$ cat src/hdl/fail_out_pkg.sv
// constants and types for the fail output and safety input block
package fail_out_pkg;
	localparam int CLK_FREQ_HZ = 200_000_000;
	localparam int BLINK_FREQ_CHZ = 125;
	localparam int DIM_FREQ_HZ = 100;
	localparam int DIM_DUTY_PCT = 20;
	localparam int FSI_WINDOW_US = 240;
	localparam int FSI_FILTER_NS = 1500;
	localparam int BLINK_PERIOD_CYC = (CLK_FREQ_HZ / BLINK_FREQ_CHZ) * 100;
	localparam int DIM_PERIOD_CYC = CLK_FREQ_HZ / DIM_FREQ_HZ;
	localparam int DIM_ON_CYC = DIM_PERIOD_CYC * DIM_DUTY_PCT / 100;
	localparam int FSI_WINDOW_CYC = (CLK_FREQ_HZ / 1_000_000) * FSI_WINDOW_US;
	localparam int FSI_FILTER_CYC = FSI_FILTER_NS / 5;
	localparam logic RESET_SAFETY_DISABLE = 1'b0;

	typedef enum logic [2:0] {
		MODE_INIT,
		MODE_NORMAL,
		MODE_STOP,
		MODE_SLEEP,
		MODE_RESTART,
		MODE_FAILSAFE
	} sbc_mode_type;

	typedef struct packed {
		logic watchdog_failure_flag_event;
		logic thermal_shutdown_stage2;
		logic main_supply_short;
		logic reset_output_clamped;
	} fail_cause_type;

	typedef struct packed {
		logic fail_outputs_active_flag;
		logic watchdog_failure_flag;
		logic safety_input_failure_flag;
	} device_status_type;

	typedef struct packed {
		logic watchdog_failure_flag_count_select;
		logic safety_input_disable;
	} hardware_control_type;

	typedef struct packed {
		logic clr_fail_outputs_active;
		logic clr_watchdog_failure;
		logic clr_safety_input_failure;
	} status_clear_type;

	typedef struct packed {
		logic static_out;
		logic blink_out;
		logic dim_out;
	} pin_group_type;
endpackage

$ cat src/hdl/fail_output_and_safety_input.sv
// fail output driver and safety heartbeat input supervisor
// Contract
// RULE1 - any failure activates outputs, sets active flag
// RULE2 - causes: watchdog, thermal, supply short, clamp
// RULE3 - select bit picks one or two watchdog failures
// RULE4 - release needs no failure and flag cleared
// RULE5 - watchdog activation holds until flag cleared after trigger
// RULE6 - activation also for non fail-safe failures
// RULE7 - three outputs switch on together
// RULE8 - static output low throughout activation
// RULE9 - blink output 1.25 Hz, half duty
// RULE10 - dim output 100 Hz, one fifth on
// RULE11 - pull-ups per mode and disable bit
// RULE12 - blink pin doubles as heartbeat input
// RULE13 - rising edge needed within each window
// RULE14 - supervision on after reset, disable bit stops
// RULE15 - missed window sets flag, drives static, dim
// RULE16 - safety failure changes no mode, reset, interrupt
// RULE17 - safety flag clears only after new edge
// RULE18 - supervision only in normal mode
// RULE19 - counters generate periods, window restarts on edge
`timescale 1ns/10ps
module fail_output_and_safety_input #(
	parameter int BLINK_PERIOD = fail_out_pkg::BLINK_PERIOD_CYC,
	parameter int DIM_PERIOD   = fail_out_pkg::DIM_PERIOD_CYC,
	parameter int DIM_ON       = fail_out_pkg::DIM_ON_CYC,
	parameter int FSI_WINDOW   = fail_out_pkg::FSI_WINDOW_CYC
) (
	// clock and reset
	input  wire logic                               mclk_in,
	input  wire logic                               nrst_in,
	// device state and failure sources
	input  wire fail_out_pkg::sbc_mode_type         sbc_mode_in,
	input  wire fail_out_pkg::fail_cause_type       fail_cause_in,
	input  wire logic                               wd_trigger_ok_in,
	// control bits and status clears
	input  wire fail_out_pkg::hardware_control_type hardware_control_reg_in,
	input  wire fail_out_pkg::status_clear_type     status_clear_in,
	// pins, output enable low while pin pulled low
	input  wire logic                               blink_pin_in,
	output fail_out_pkg::pin_group_type             pin_out,
	output fail_out_pkg::pin_group_type             pin_oe_n_out,
	output fail_out_pkg::pin_group_type             pullup_en_out,
	// status
	output fail_out_pkg::device_status_type         device_status_reg_out,
	output logic                                    fail_active_out
);
	import fail_out_pkg::*;

	localparam int BW = $clog2(BLINK_PERIOD + 1);
	localparam int DW = $clog2(DIM_PERIOD + 1);
	localparam int WW = $clog2(FSI_WINDOW + 1);

	logic          fail_outputs_active_flag;
	logic          watchdog_failure_flag;
	logic          safety_input_failure_flag;
	logic          watchdog_failure_flag_seen;
	logic          wd_trig_since_fail;
	logic          fail_active;
	logic          safety_active;
	logic [BW-1:0] blink_cnt;
	logic [DW-1:0] dim_cnt;
	logic [WW-1:0] win_cnt;
	logic          blink_phase;
	logic          dim_phase;
	logic          hb_meta;
	logic          hb_sync;
	logic          hb_prev;
	logic          hb_edge;
	logic          edge_since_fail;
	logic          supervise;
	logic          any_fail_event;
	logic          cond_present;
	logic          next_fail_active;

	// with select bit set only a second watchdog failure counts
	always_ff @(posedge mclk_in) begin
		if (!nrst_in) begin
			watchdog_failure_flag_seen <= 1'b0;
		end else if (wd_trigger_ok_in) begin
			watchdog_failure_flag_seen <= 1'b0;
		end else if (fail_cause_in.watchdog_failure_flag_event) begin
			watchdog_failure_flag_seen <= 1'b1;
		end
	end

	logic watchdog_failure_flag_trip;
	assign watchdog_failure_flag_trip = fail_cause_in.watchdog_failure_flag_event &&
		(!hardware_control_reg_in.watchdog_failure_flag_count_select || watchdog_failure_flag_seen); // [RULE3]

	assign any_fail_event = watchdog_failure_flag_trip || fail_cause_in.thermal_shutdown_stage2 ||
		fail_cause_in.main_supply_short || fail_cause_in.reset_output_clamped; // [RULE2] [RULE6]
	assign cond_present = fail_cause_in.thermal_shutdown_stage2 ||
		fail_cause_in.main_supply_short || fail_cause_in.reset_output_clamped;

	// watchdog failure flag; set wins over clear, clear only after good trigger
	always_ff @(posedge mclk_in) begin
		if (!nrst_in) begin
			watchdog_failure_flag <= 1'b0;
		end else if (watchdog_failure_flag_trip) begin
			watchdog_failure_flag <= 1'b1;
		end else if (status_clear_in.clr_watchdog_failure && wd_trig_since_fail) begin
			watchdog_failure_flag <= 1'b0; // [RULE5]
		end
	end

	always_ff @(posedge mclk_in) begin
		if (!nrst_in) begin
			wd_trig_since_fail <= 1'b0;
		end else if (watchdog_failure_flag_trip) begin
			wd_trig_since_fail <= 1'b0;
		end else if (wd_trigger_ok_in) begin
			wd_trig_since_fail <= 1'b1;
		end
	end

	// active flag: set wins over clear
	always_ff @(posedge mclk_in) begin
		if (!nrst_in) begin
			fail_outputs_active_flag <= 1'b0;
		end else if (any_fail_event) begin
			fail_outputs_active_flag <= 1'b1; // [RULE1]
		end else if (status_clear_in.clr_fail_outputs_active) begin
			fail_outputs_active_flag <= 1'b0;
		end
	end

	always_comb begin
		next_fail_active = fail_active;
		if (any_fail_event) begin
			next_fail_active = 1'b1; // [RULE1]
		end else if (!cond_present && !fail_outputs_active_flag && !watchdog_failure_flag) begin
			next_fail_active = 1'b0; // [RULE4] [RULE5]
		end
	end

	always_ff @(posedge mclk_in) begin
		if (!nrst_in) begin
			fail_active <= 1'b0;
		end else begin
			fail_active <= next_fail_active;
		end
	end

	// heartbeat synchroniser and edge detect
	always_ff @(posedge mclk_in) begin
		if (!nrst_in) begin
			hb_meta <= 1'b1;
			hb_sync <= 1'b1;
			hb_prev <= 1'b1;
		end else begin
			hb_meta <= blink_pin_in; // [RULE12]
			hb_sync <= hb_meta;
			hb_prev <= hb_sync;
		end
	end
	assign hb_edge = hb_sync && !hb_prev;

	assign supervise = (sbc_mode_in == MODE_NORMAL) && !hardware_control_reg_in.safety_input_disable; // [RULE14] [RULE18]

	// window counter restarts on each rising edge
	always_ff @(posedge mclk_in) begin
		if (!nrst_in) begin
			win_cnt <= '0;
		end else if (!supervise || hb_edge) begin
			win_cnt <= '0; // [RULE19] [RULE13]
		end else if (win_cnt != WW'(FSI_WINDOW - 1)) begin
			win_cnt <= win_cnt + WW'(1);
		end
	end

	logic window_miss;
	assign window_miss = supervise && !hb_edge && (win_cnt == WW'(FSI_WINDOW - 2));

	always_ff @(posedge mclk_in) begin
		if (!nrst_in) begin
			edge_since_fail <= 1'b0;
		end else if (window_miss) begin
			edge_since_fail <= 1'b0;
		end else if (hb_edge) begin
			edge_since_fail <= 1'b1;
		end
	end

	// safety failure touches only its flag and two outputs
	always_ff @(posedge mclk_in) begin
		if (!nrst_in) begin
			safety_input_failure_flag <= 1'b0;
		end else if (window_miss) begin
			safety_input_failure_flag <= 1'b1; // [RULE15] [RULE16]
		end else if (status_clear_in.clr_safety_input_failure && (edge_since_fail || hb_edge)) begin
			safety_input_failure_flag <= 1'b0; // [RULE17]
		end
	end
	assign safety_active = safety_input_failure_flag;

	// blink and dim pattern counters
	always_ff @(posedge mclk_in) begin
		if (!nrst_in || !fail_active) begin
			blink_cnt <= '0;
		end else if (blink_cnt == BW'(BLINK_PERIOD - 1)) begin
			blink_cnt <= '0;
		end else begin
			blink_cnt <= blink_cnt + BW'(1); // [RULE19]
		end
	end

	always_ff @(posedge mclk_in) begin
		if (!nrst_in || !(fail_active || safety_active)) begin
			dim_cnt <= '0;
		end else if (dim_cnt == DW'(DIM_PERIOD - 1)) begin
			dim_cnt <= '0;
		end else begin
			dim_cnt <= dim_cnt + DW'(1); // [RULE19]
		end
	end

	assign blink_phase = blink_cnt < BW'(BLINK_PERIOD / 2); // [RULE9]
	assign dim_phase = dim_cnt < DW'(DIM_ON);              // [RULE10]

	// open-drain pins, oe low pulls pin low
	always_ff @(posedge mclk_in) begin
		if (!nrst_in) begin
			pin_oe_n_out <= 3'b111;
		end else begin
			pin_oe_n_out.static_out <= !(next_fail_active || safety_active); // [RULE7] [RULE8] [RULE15]
			pin_oe_n_out.blink_out <= !(next_fail_active && blink_phase);    // [RULE7] [RULE9]
			pin_oe_n_out.dim_out <= !((next_fail_active || safety_active) && dim_phase); // [RULE10]
		end
	end
	assign pin_out = '0;

	always_comb begin
		pullup_en_out.static_out = (sbc_mode_in == MODE_INIT) || (sbc_mode_in == MODE_NORMAL);
		pullup_en_out.blink_out = pullup_en_out.static_out && !hardware_control_reg_in.safety_input_disable;
		pullup_en_out.dim_out = (sbc_mode_in == MODE_INIT); // [RULE11]
	end

	always_comb begin
		device_status_reg_out.fail_outputs_active_flag = fail_outputs_active_flag;
		device_status_reg_out.watchdog_failure_flag = watchdog_failure_flag;
		device_status_reg_out.safety_input_failure_flag = safety_input_failure_flag;
	end
	assign fail_active_out = fail_active;

	// checks
	property p_fail_sets_flag;
		@(posedge mclk_in) disable iff (!nrst_in)
		any_fail_event |=> fail_outputs_active_flag && fail_active;
	endproperty
	a_fail_sets_flag: assert property (p_fail_sets_flag) else $error("flag not set"); // [RULE1]

	property p_static_low;
		@(posedge mclk_in) disable iff (!nrst_in)
		fail_active |-> !pin_oe_n_out.static_out;
	endproperty
	a_static_low: assert property (p_static_low) else $error("static not low"); // [RULE8]

	property p_hold;
		@(posedge mclk_in) disable iff (!nrst_in)
		fail_active && fail_outputs_active_flag |=> fail_active;
	endproperty
	a_hold: assert property (p_hold) else $error("released early"); // [RULE4]

	property p_wd_hold;
		@(posedge mclk_in) disable iff (!nrst_in)
		watchdog_failure_flag && !wd_trig_since_fail |=> watchdog_failure_flag;
	endproperty
	a_wd_hold: assert property (p_wd_hold) else $error("wd flag cleared early"); // [RULE5]

	property p_pullup;
		@(posedge mclk_in) disable iff (!nrst_in)
		sbc_mode_in == MODE_STOP |-> pullup_en_out == 3'b000;
	endproperty
	a_pullup: assert property (p_pullup) else $error("pullup wrong"); // [RULE11]

	property p_no_sup;
		@(posedge mclk_in) disable iff (!nrst_in)
		sbc_mode_in != MODE_NORMAL |-> !window_miss;
	endproperty
	a_no_sup: assert property (p_no_sup) else $error("miss outside normal"); // [RULE18]

	property p_miss;
		@(posedge mclk_in) disable iff (!nrst_in)
		window_miss |=> safety_input_failure_flag ##1 !pin_oe_n_out.static_out;
	endproperty
	a_miss: assert property (p_miss) else $error("miss not flagged"); // [RULE15]

	property p_clear_edge;
		@(posedge mclk_in) disable iff (!nrst_in)
		$fell(safety_input_failure_flag) && $past(nrst_in) |-> $past(edge_since_fail) || $past(hb_edge);
	endproperty
	a_clear_edge: assert property (p_clear_edge) else $error("cleared w/o edge"); // [RULE17]

	property p_edge_restart;
		@(posedge mclk_in) disable iff (!nrst_in)
		hb_edge |=> win_cnt == '0;
	endproperty
	a_edge_restart: assert property (p_edge_restart) else $error("no window restart"); // [RULE19]

	property p_all_on;
		@(posedge mclk_in) disable iff (!nrst_in)
		$rose(fail_active) && !$past(fail_active, 2) && !$past(safety_active, 2) |-> pin_oe_n_out == 3'b000;
	endproperty
	a_all_on: assert property (p_all_on) else $error("outputs not together"); // [RULE7]

	property p_one_watchdog_failure_flag;
		@(posedge mclk_in) disable iff (!nrst_in)
		fail_cause_in.watchdog_failure_flag_event && hardware_control_reg_in.watchdog_failure_flag_count_select && !watchdog_failure_flag_seen &&
			!watchdog_failure_flag |=> !watchdog_failure_flag;
	endproperty
	a_one_watchdog_failure_flag: assert property (p_one_watchdog_failure_flag) else $error("first watchdog_failure_flag tripped"); // [RULE3]

	property p_cause_holds;
		@(posedge mclk_in) disable iff (!nrst_in)
		cond_present |=> fail_active && !pin_oe_n_out.static_out;
	endproperty
	a_cause_holds: assert property (p_cause_holds) else $error("cause not held"); // [RULE4]

	property p_release;
		@(posedge mclk_in) disable iff (!nrst_in)
		$fell(fail_active) && $past(nrst_in) |-> !$past(cond_present) &&
			!$past(fail_outputs_active_flag) && !$past(watchdog_failure_flag);
	endproperty
	a_release: assert property (p_release) else $error("release too soon"); // [RULE5]

	property p_idle_off;
		@(posedge mclk_in) disable iff (!nrst_in)
		!next_fail_active && !safety_active |=> pin_oe_n_out == 3'b111;
	endproperty
	a_idle_off: assert property (p_idle_off) else $error("pins not released"); // [RULE4]

	property p_init_pullup;
		@(posedge mclk_in) disable iff (!nrst_in)
		sbc_mode_in == MODE_INIT |-> pullup_en_out.static_out && pullup_en_out.dim_out;
	endproperty
	a_init_pullup: assert property (p_init_pullup) else $error("init pullup off"); // [RULE11]

	property p_safe_hold;
		@(posedge mclk_in) disable iff (!nrst_in)
		safety_input_failure_flag && !edge_since_fail && !hb_edge |=> safety_input_failure_flag;
	endproperty
	a_safe_hold: assert property (p_safe_hold) else $error("safety flag lost"); // [RULE17]

	property p_disable_holds;
		@(posedge mclk_in) disable iff (!nrst_in)
		hardware_control_reg_in.safety_input_disable |=> win_cnt == '0;
	endproperty
	a_disable_holds: assert property (p_disable_holds) else $error("window ran"); // [RULE14]

	property p_mode_holds;
		@(posedge mclk_in) disable iff (!nrst_in)
		sbc_mode_in != MODE_NORMAL |=> win_cnt == '0;
	endproperty
	a_mode_holds: assert property (p_mode_holds) else $error("window ran in mode"); // [RULE18]
endmodule

$ cat config.mk
export PLATFORM = sky130hd
export DESIGN_NAME = fail_output_and_safety_input
export DESIGN_NICKNAME = d
export VERILOG_FILES = /design/src/hdl/fail_out_pkg.sv /design/src/hdl/fail_output_and_safety_input.sv
export SDC_FILE = /design/constraint.sdc
export NUM_CORES = 1
export LEC_CHECK = 0
export BUFFER_PORTS_ARGS = -buffer_cell sky130_fd_sc_hd__buf_4
export CAP_MARGIN = 20
export CELL_PAD_IN_SITES_DETAIL_PLACEMENT = 1
export CELL_PAD_IN_SITES_GLOBAL_PLACEMENT = 2
export CORE_MARGIN = 4
export CORE_UTILIZATION = 36
export DETAILED_ROUTE_END_ITERATION = 8
export PLACE_DENSITY = 0.81
export SETUP_SLACK_MARGIN = 0.15
export SLEW_MARGIN = 10
export SYNTH_ARGS = -nofsm -noshare
export SYNTH_HDL_FRONTEND = slang
export SYNTH_SLANG_ARGS = --single-unit
$ cat constraint.sdc
create_clock -name mclk_in -period 2.8 [get_ports mclk_in]
set_clock_uncertainty 0.1 [all_clocks]
set_input_delay 0.14 -clock mclk_in [delete_from_list [all_inputs] [get_ports mclk_in]]
set_output_delay 0.14 -clock mclk_in [all_outputs]
set_load 0.05 [all_outputs]
* Word-level counts from Yosys, hierarchy flattened
Cells that the tools add are included.
Operators by class: muxes and demuxes 8, reduce and logical (&&, ||, !) cells 49, magnitude comparators 2, add/subtract/negate cells 3, bitwise gates (word level) 1, eq/ne operators 5, div/mod/pow operators 0, multipliers 0, shift-type cells 0
Operators by type and width (number):
- $add 28x1->28 const B | 1
- $eq 28x28->1 const B | 1
- $lt 28x27->1 const B | 1
- $add 21x1->21 const B | 1
- $eq 21x21->1 const B | 1
- $lt 21x19->1 const B | 1
- $add 16x1->16 const B | 1
- $eq 16x16->1 const B | 1
- $ne 16x16->1 const B | 1
- $logic_not 1->1 | 14
- $logic_or 1x1->1 | 13
- $logic_and 1x1->1 | 12
- $reduce_or 2->1 | 6
- $mux 1 | 8
- $reduce_bool 2->1 | 3
- $eq 3x1->1 const B | 1
- $logic_not 3->1 | 1
- $not 1->1 | 1
Storage, ports and cells: memories 0, bits in registers 78, ROM bits 0, RAM bits 0, input bits 16, bits in latches 0, logic and storage cells 84, output and inout bits 13

* Longest topological paths before layout
depth after elaboration 10, mapped depth 7

* Worst setup path after synthesis
Ideal clock, no wire load.
path type input to register, start point in sbc_mode_in[2], end point reg win_cnt[10], data arrival time 2055 ps, stages 5, slack 580 ps, path buffers 1, library setup time 65 ps, data required time 2635 ps, cells stage by stage nor3_1 and3b_1 nand2_1 clkbuf_1 nor2_1
Between the ends: longest elaborated chain between the ends 5
RTL lines:
- from (decl) | line fail_output_and_safety_input.sv:33 | input wire fail_out_pkg::sbc_mode_type sbc_mode_in,
- $eq 3x1->1 | line fail_output_and_safety_input.sv:159 | assign supervise = (sbc_mode_in == MODE_NORMAL) && !hardware_control_reg_in.safety_input_disable;
- $logic_and 1x1->1 | line fail_output_and_safety_input.sv:159
- $logic_not 1->1 | line fail_output_and_safety_input.sv:165 | end else if (!supervise || hb_edge) begin
- $logic_or 1x1->1 | line fail_output_and_safety_input.sv:165
- $reduce_or 2->1 (no source line)
- to (signal assigned) | line fail_output_and_safety_input.sv:168 | win_cnt <= win_cnt + WW'(1);
- to (decl) | line fail_output_and_safety_input.sv:63 | logic [WW-1:0] win_cnt;
Every way passes these cells. A chain may end at the register's enable or synchronous reset.

* Worst setup path after layout
start point reg blink_cnt[0], end point reg blink_cnt[21]
Between the ends: longest elaborated chain between the ends 2
RTL lines:
- from (decl) | line fail_output_and_safety_input.sv:61 | logic [BW-1:0] blink_cnt;
- from (signal assigned) | line fail_output_and_safety_input.sv:204 | blink_cnt <= blink_cnt + BW'(1);
- branches (longest 2 deep; another with $add 28x1->28)
Parallel ways; which one is timed is not known.

==> impl_metrics.toml <==
[clock_tree]
cts_made_buffers = 9
cts.sinks = 78
clock_latency_ps = 350
cts_max_level = 3
clkTransAtPathRegs_ps = 80
cts_setup_buffers = 0
cts_buffer_depth = 2
root_buffer = "clkbuf_8"
cts_tree = "done"
cts_resized = 0

[power]
power.switching_mw = 0.506
p_int_mw = 1.57
irDropWorstVdd_uv = 176
design_power_total_mw = 2.08
p_comb_frac = 0.056
p_leak_nw = 1.42
pwr-share-seq = 0.544
swShare = 0.244
p_clk_frac = 0.400
power.density_mw_per_mm2 = 508

[detailed_routing]
wl_per_cell_um = 13.9
routed_wl_um = 7990
vias = 2905
first_pass_iters = 4
initialDrtViolationCount = 70
route.detailed.drc = 0
drtAntennaViolNets = 0
viasPerCell = 5.05

[timing]
final.setup.tns_ps = 0
max_slew.worst_pin.slew_ps = 591
period_share = 0.776
fmax_mhz = 460
finalCriticalPeriod_ps = 2170
rsz0062_at_grt = "no"
report.final.slew_viol_count = 0
hold_viol = 0
relSlewSlack = 0.603
finalSetupViolCount = 0

[setup_path]
cp.required_ps = 2940
r2r_cells = 6
critical_path.endpoint = "blink_cnt[21]$_SDFF_PP0_"
cp.depth = 6
crit_slowest_cell = "or4_1"
crit_buf_inv = 1
critPathCaptureType = "flip-flop"
arrival_ps = 2310
crit-reg2reg-capture = "blink_cnt[21]$_SDFF_PP0_"
worst-path-max-fanout = 9
r2r_slack_ps = 630
worstReg2RegStart = "blink_cnt[0]$_SDFF_PP0_"
critPathTopFamily = "simple AND/OR/NAND/NOR gates"
worstSetupStartpointType = "flip-flop"
crit_start = "blink_cnt[0]$_SDFF_PP0_"
crit_chain = "ha_1 -> nand2_1 -> or4_1 -> o21bai_2 -> buf_4 -> nor2_1"
path_class = "flip-flop to flip-flop"
critPathMaxStageDelay_ps = 540

[global_routing]
grt_usage = 0.147
grt_pass1_wl_um = 13700
grt_pass1_vias = 2925
antenna_found_initial = 0
grt_max_degree = 21
gr-total-overflow = 0

[synthesis]
syn_inst = 408
synth_seq_cells = 78
synth_cell_types = 44
seq_area_frac_synth = 0.444
synthFlopType = "dfxtp_1"
synth.avg_cell_area_um2 = 8.62
syn_area_mm2 = 0.00352
async_reset_ff_frac = 0
synth_edf_count = 0
yosysWarnings = 0

[finish]
drive_above_1_share = 0.114
fillerInstances = 1168
synthToLayoutAreaGrowth_pct = 16.1
num_antenna_cells = 0
layout.nets = 462
fin_cells = 575

[floorplanning]
coreArea_mm2 = 0.00937
fp.dieW_um = 107
floorplan.die_area_mm2 = 0.0114
rows = 35
initial_utilization = 0.375
ios = 29
die_height_um = 107

[placed_design]
io_buffer_count = 25
place_inst = 552
gp_congestion = 0.767
dp.final_hpwl_um = 5750

[flow_run]
drv_cap = 0

[worst_hold_path]
worst_hold_path_type = "input pin to flip-flop"

[run_status]
status = "complete, no violations"
==> per-stage QoR <==
step | worst slack, ps | hold slack [ps] | area [um2] | util
floorplan | 580 | 113 | 3530 | -
global placement | 706 | 217 | 3820 | 0.407
detailed placement | 623 | 219 | 3820 | 0.407
CTS | 606 | 28.2 | 4090 | 0.436
global route | 502 | 61.2 | 4090 | 0.436
finish | 628 | 35.0 | 4090 | 0.436
==> worst min path at each step <==
stage,to,startpoint,cells past startpoint
after detailed placement,watchdog_failure_flag_seen$_SDFFE_PP0P_,wd_trigger_ok_in,2
after global routing,wd_trig_since_fail$_SDFFE_PP0P_,hardware_control_reg_in[1],3
after global placement,watchdog_failure_flag_seen$_SDFFE_PP0P_,wd_trigger_ok_in,2
final,wd_trig_since_fail$_SDFFE_PP0P_,hardware_control_reg_in[1],3
after CTS,watchdog_failure_flag$_SDFFE_PN0P_,status_clear_in[1],4
after floorplan,hb_prev$_SDFF_PN1_,nrst_in,1
==> kinds of logic after synthesis <==
family	Yosys count	share of synthesized area
AOI/OAI and AO/OA	33	0.0587
and+or+nand+nor	218	0.319
muxes	1	0.00320
other	1	0.00107
adders and majority gates	4	0.0142
DFF	78	0.444
xor gates and xnor gates	52	0.129
buffers and inverters	21	0.0302
==> worst min-delay path: stages <==
cell,delay (ps)
buf_4,110
nand2b_1,110
a21oi_1,80
==> cells in the final DEF (no fill, tap or decap), drive strengths merged, types with 3 or more instances in the layout <==
| cell type | count |
|---|---|
| nor2 | 75 |
| clkbuf | 9 |
| ha | 4 |
| a21oi | 9 |
| clkinv | 3 |
| nand4 | 14 |
| dlygate4sd3 | 8 |
| nor4 | 9 |
| or4 | 3 |
| xor2 | 29 |
| conb | 3 |
| nand2b | 5 |
| buf | 29 |
| nor3 | 9 |
| o21ai | 9 |
| dfxtp | 78 |
| nor2b | 7 |
| a211oi | 3 |
| xnor2 | 23 |
| nand3 | 31 |
| and4 | 8 |
| a31oi | 3 |
| and3 | 11 |
| nand2 | 31 |
| or3 | 3 |
| inv | 5 |
| nor3b | 3 |
==> metal layers <==
layer,GRT usage,vias to the layer above,wire [um],share of wire
li1,-,1472,-,-
met1,0.193,1389,3800,0.48
met2,0.241,36,3780,0.47
met3,0.0391,8,329,0.041
met4,0.0338,0,78,0.0098
met5,0,-,0,0
==> power groups by stage <==
stage / combinational, mW / clock (mW) / sequential, mW
floorplan: 0.0597 / 0 / 1.17
global placement: 0.107 / 0 / 1.16
detailed placement: 0.109 / 0 / 1.16
CTS: 0.118 / 0.860 / 1.13
global route: 0.125 / 0.900 / 1.13
finish: 0.116 / 0.831 / 1.13
==> cell usage after synthesis (all sizes together) (2+ instances only) <==
master,count,share of area
dfxtp,78,0.44
nor2,75,0.080
nand2,31,0.035
nand3,31,0.046
xor2,29,0.072
xnor2,23,0.057
nand4,14,0.025
and3,11,0.020
buf,10,0.018
a21oi,9,0.013
nor3,9,0.013
nor4,9,0.020
o21ai,9,0.013
and4,8,0.020
nor2b,7,0.012
clkbuf,6,0.0064
inv,5,0.0053
nand2b,5,0.0089
ha,4,0.014
a211oi,3,0.0064
a31oi,3,0.0053
nor3b,3,0.0064
or3,3,0.0053
or4,3,0.0064
a22oi,2,0.0043
and2,2,0.0036
nor4b,2,0.0050
o211ai,2,0.0043
==> final cells by class <==
cell class / instances / area [um2] / share of cell area
repair buffers: 37 / 298 / 0.0729
inverters: 5 / 18.8 / 0.00459
clock buffers: 9 / 124 / 0.0303
clock inverters: 6 / 63.8 / 0.0156
multi-input cells: 311 / 1860 / 0.455
well taps: 129 / 161 / 0.0395
flip-flops and latches: 78 / 1560 / 0.382
==> timing repair <==
item / CTS / global route
hold endpoints to repair: 7 / 0
setup endpoints to repair: 0 / 0
hold buffers: 8 / 0
==> state kept, by name, indices dropped and copies added, names as in the netlist <==
register and flops:
win_cnt 16, fail_active_out 1, safety_active 1, watchdog_failure_flag_seen 1
hb_prev 1, pin_oe_n_out 3, wd_trig_since_fail 1, hb_meta 1
watchdog_failure_flag 1, edge_since_fail 1, hb_sync 1, dim_cnt 21
fail_outputs_active_flag 1, blink_cnt 28
(Power assumes the default switching activity.)
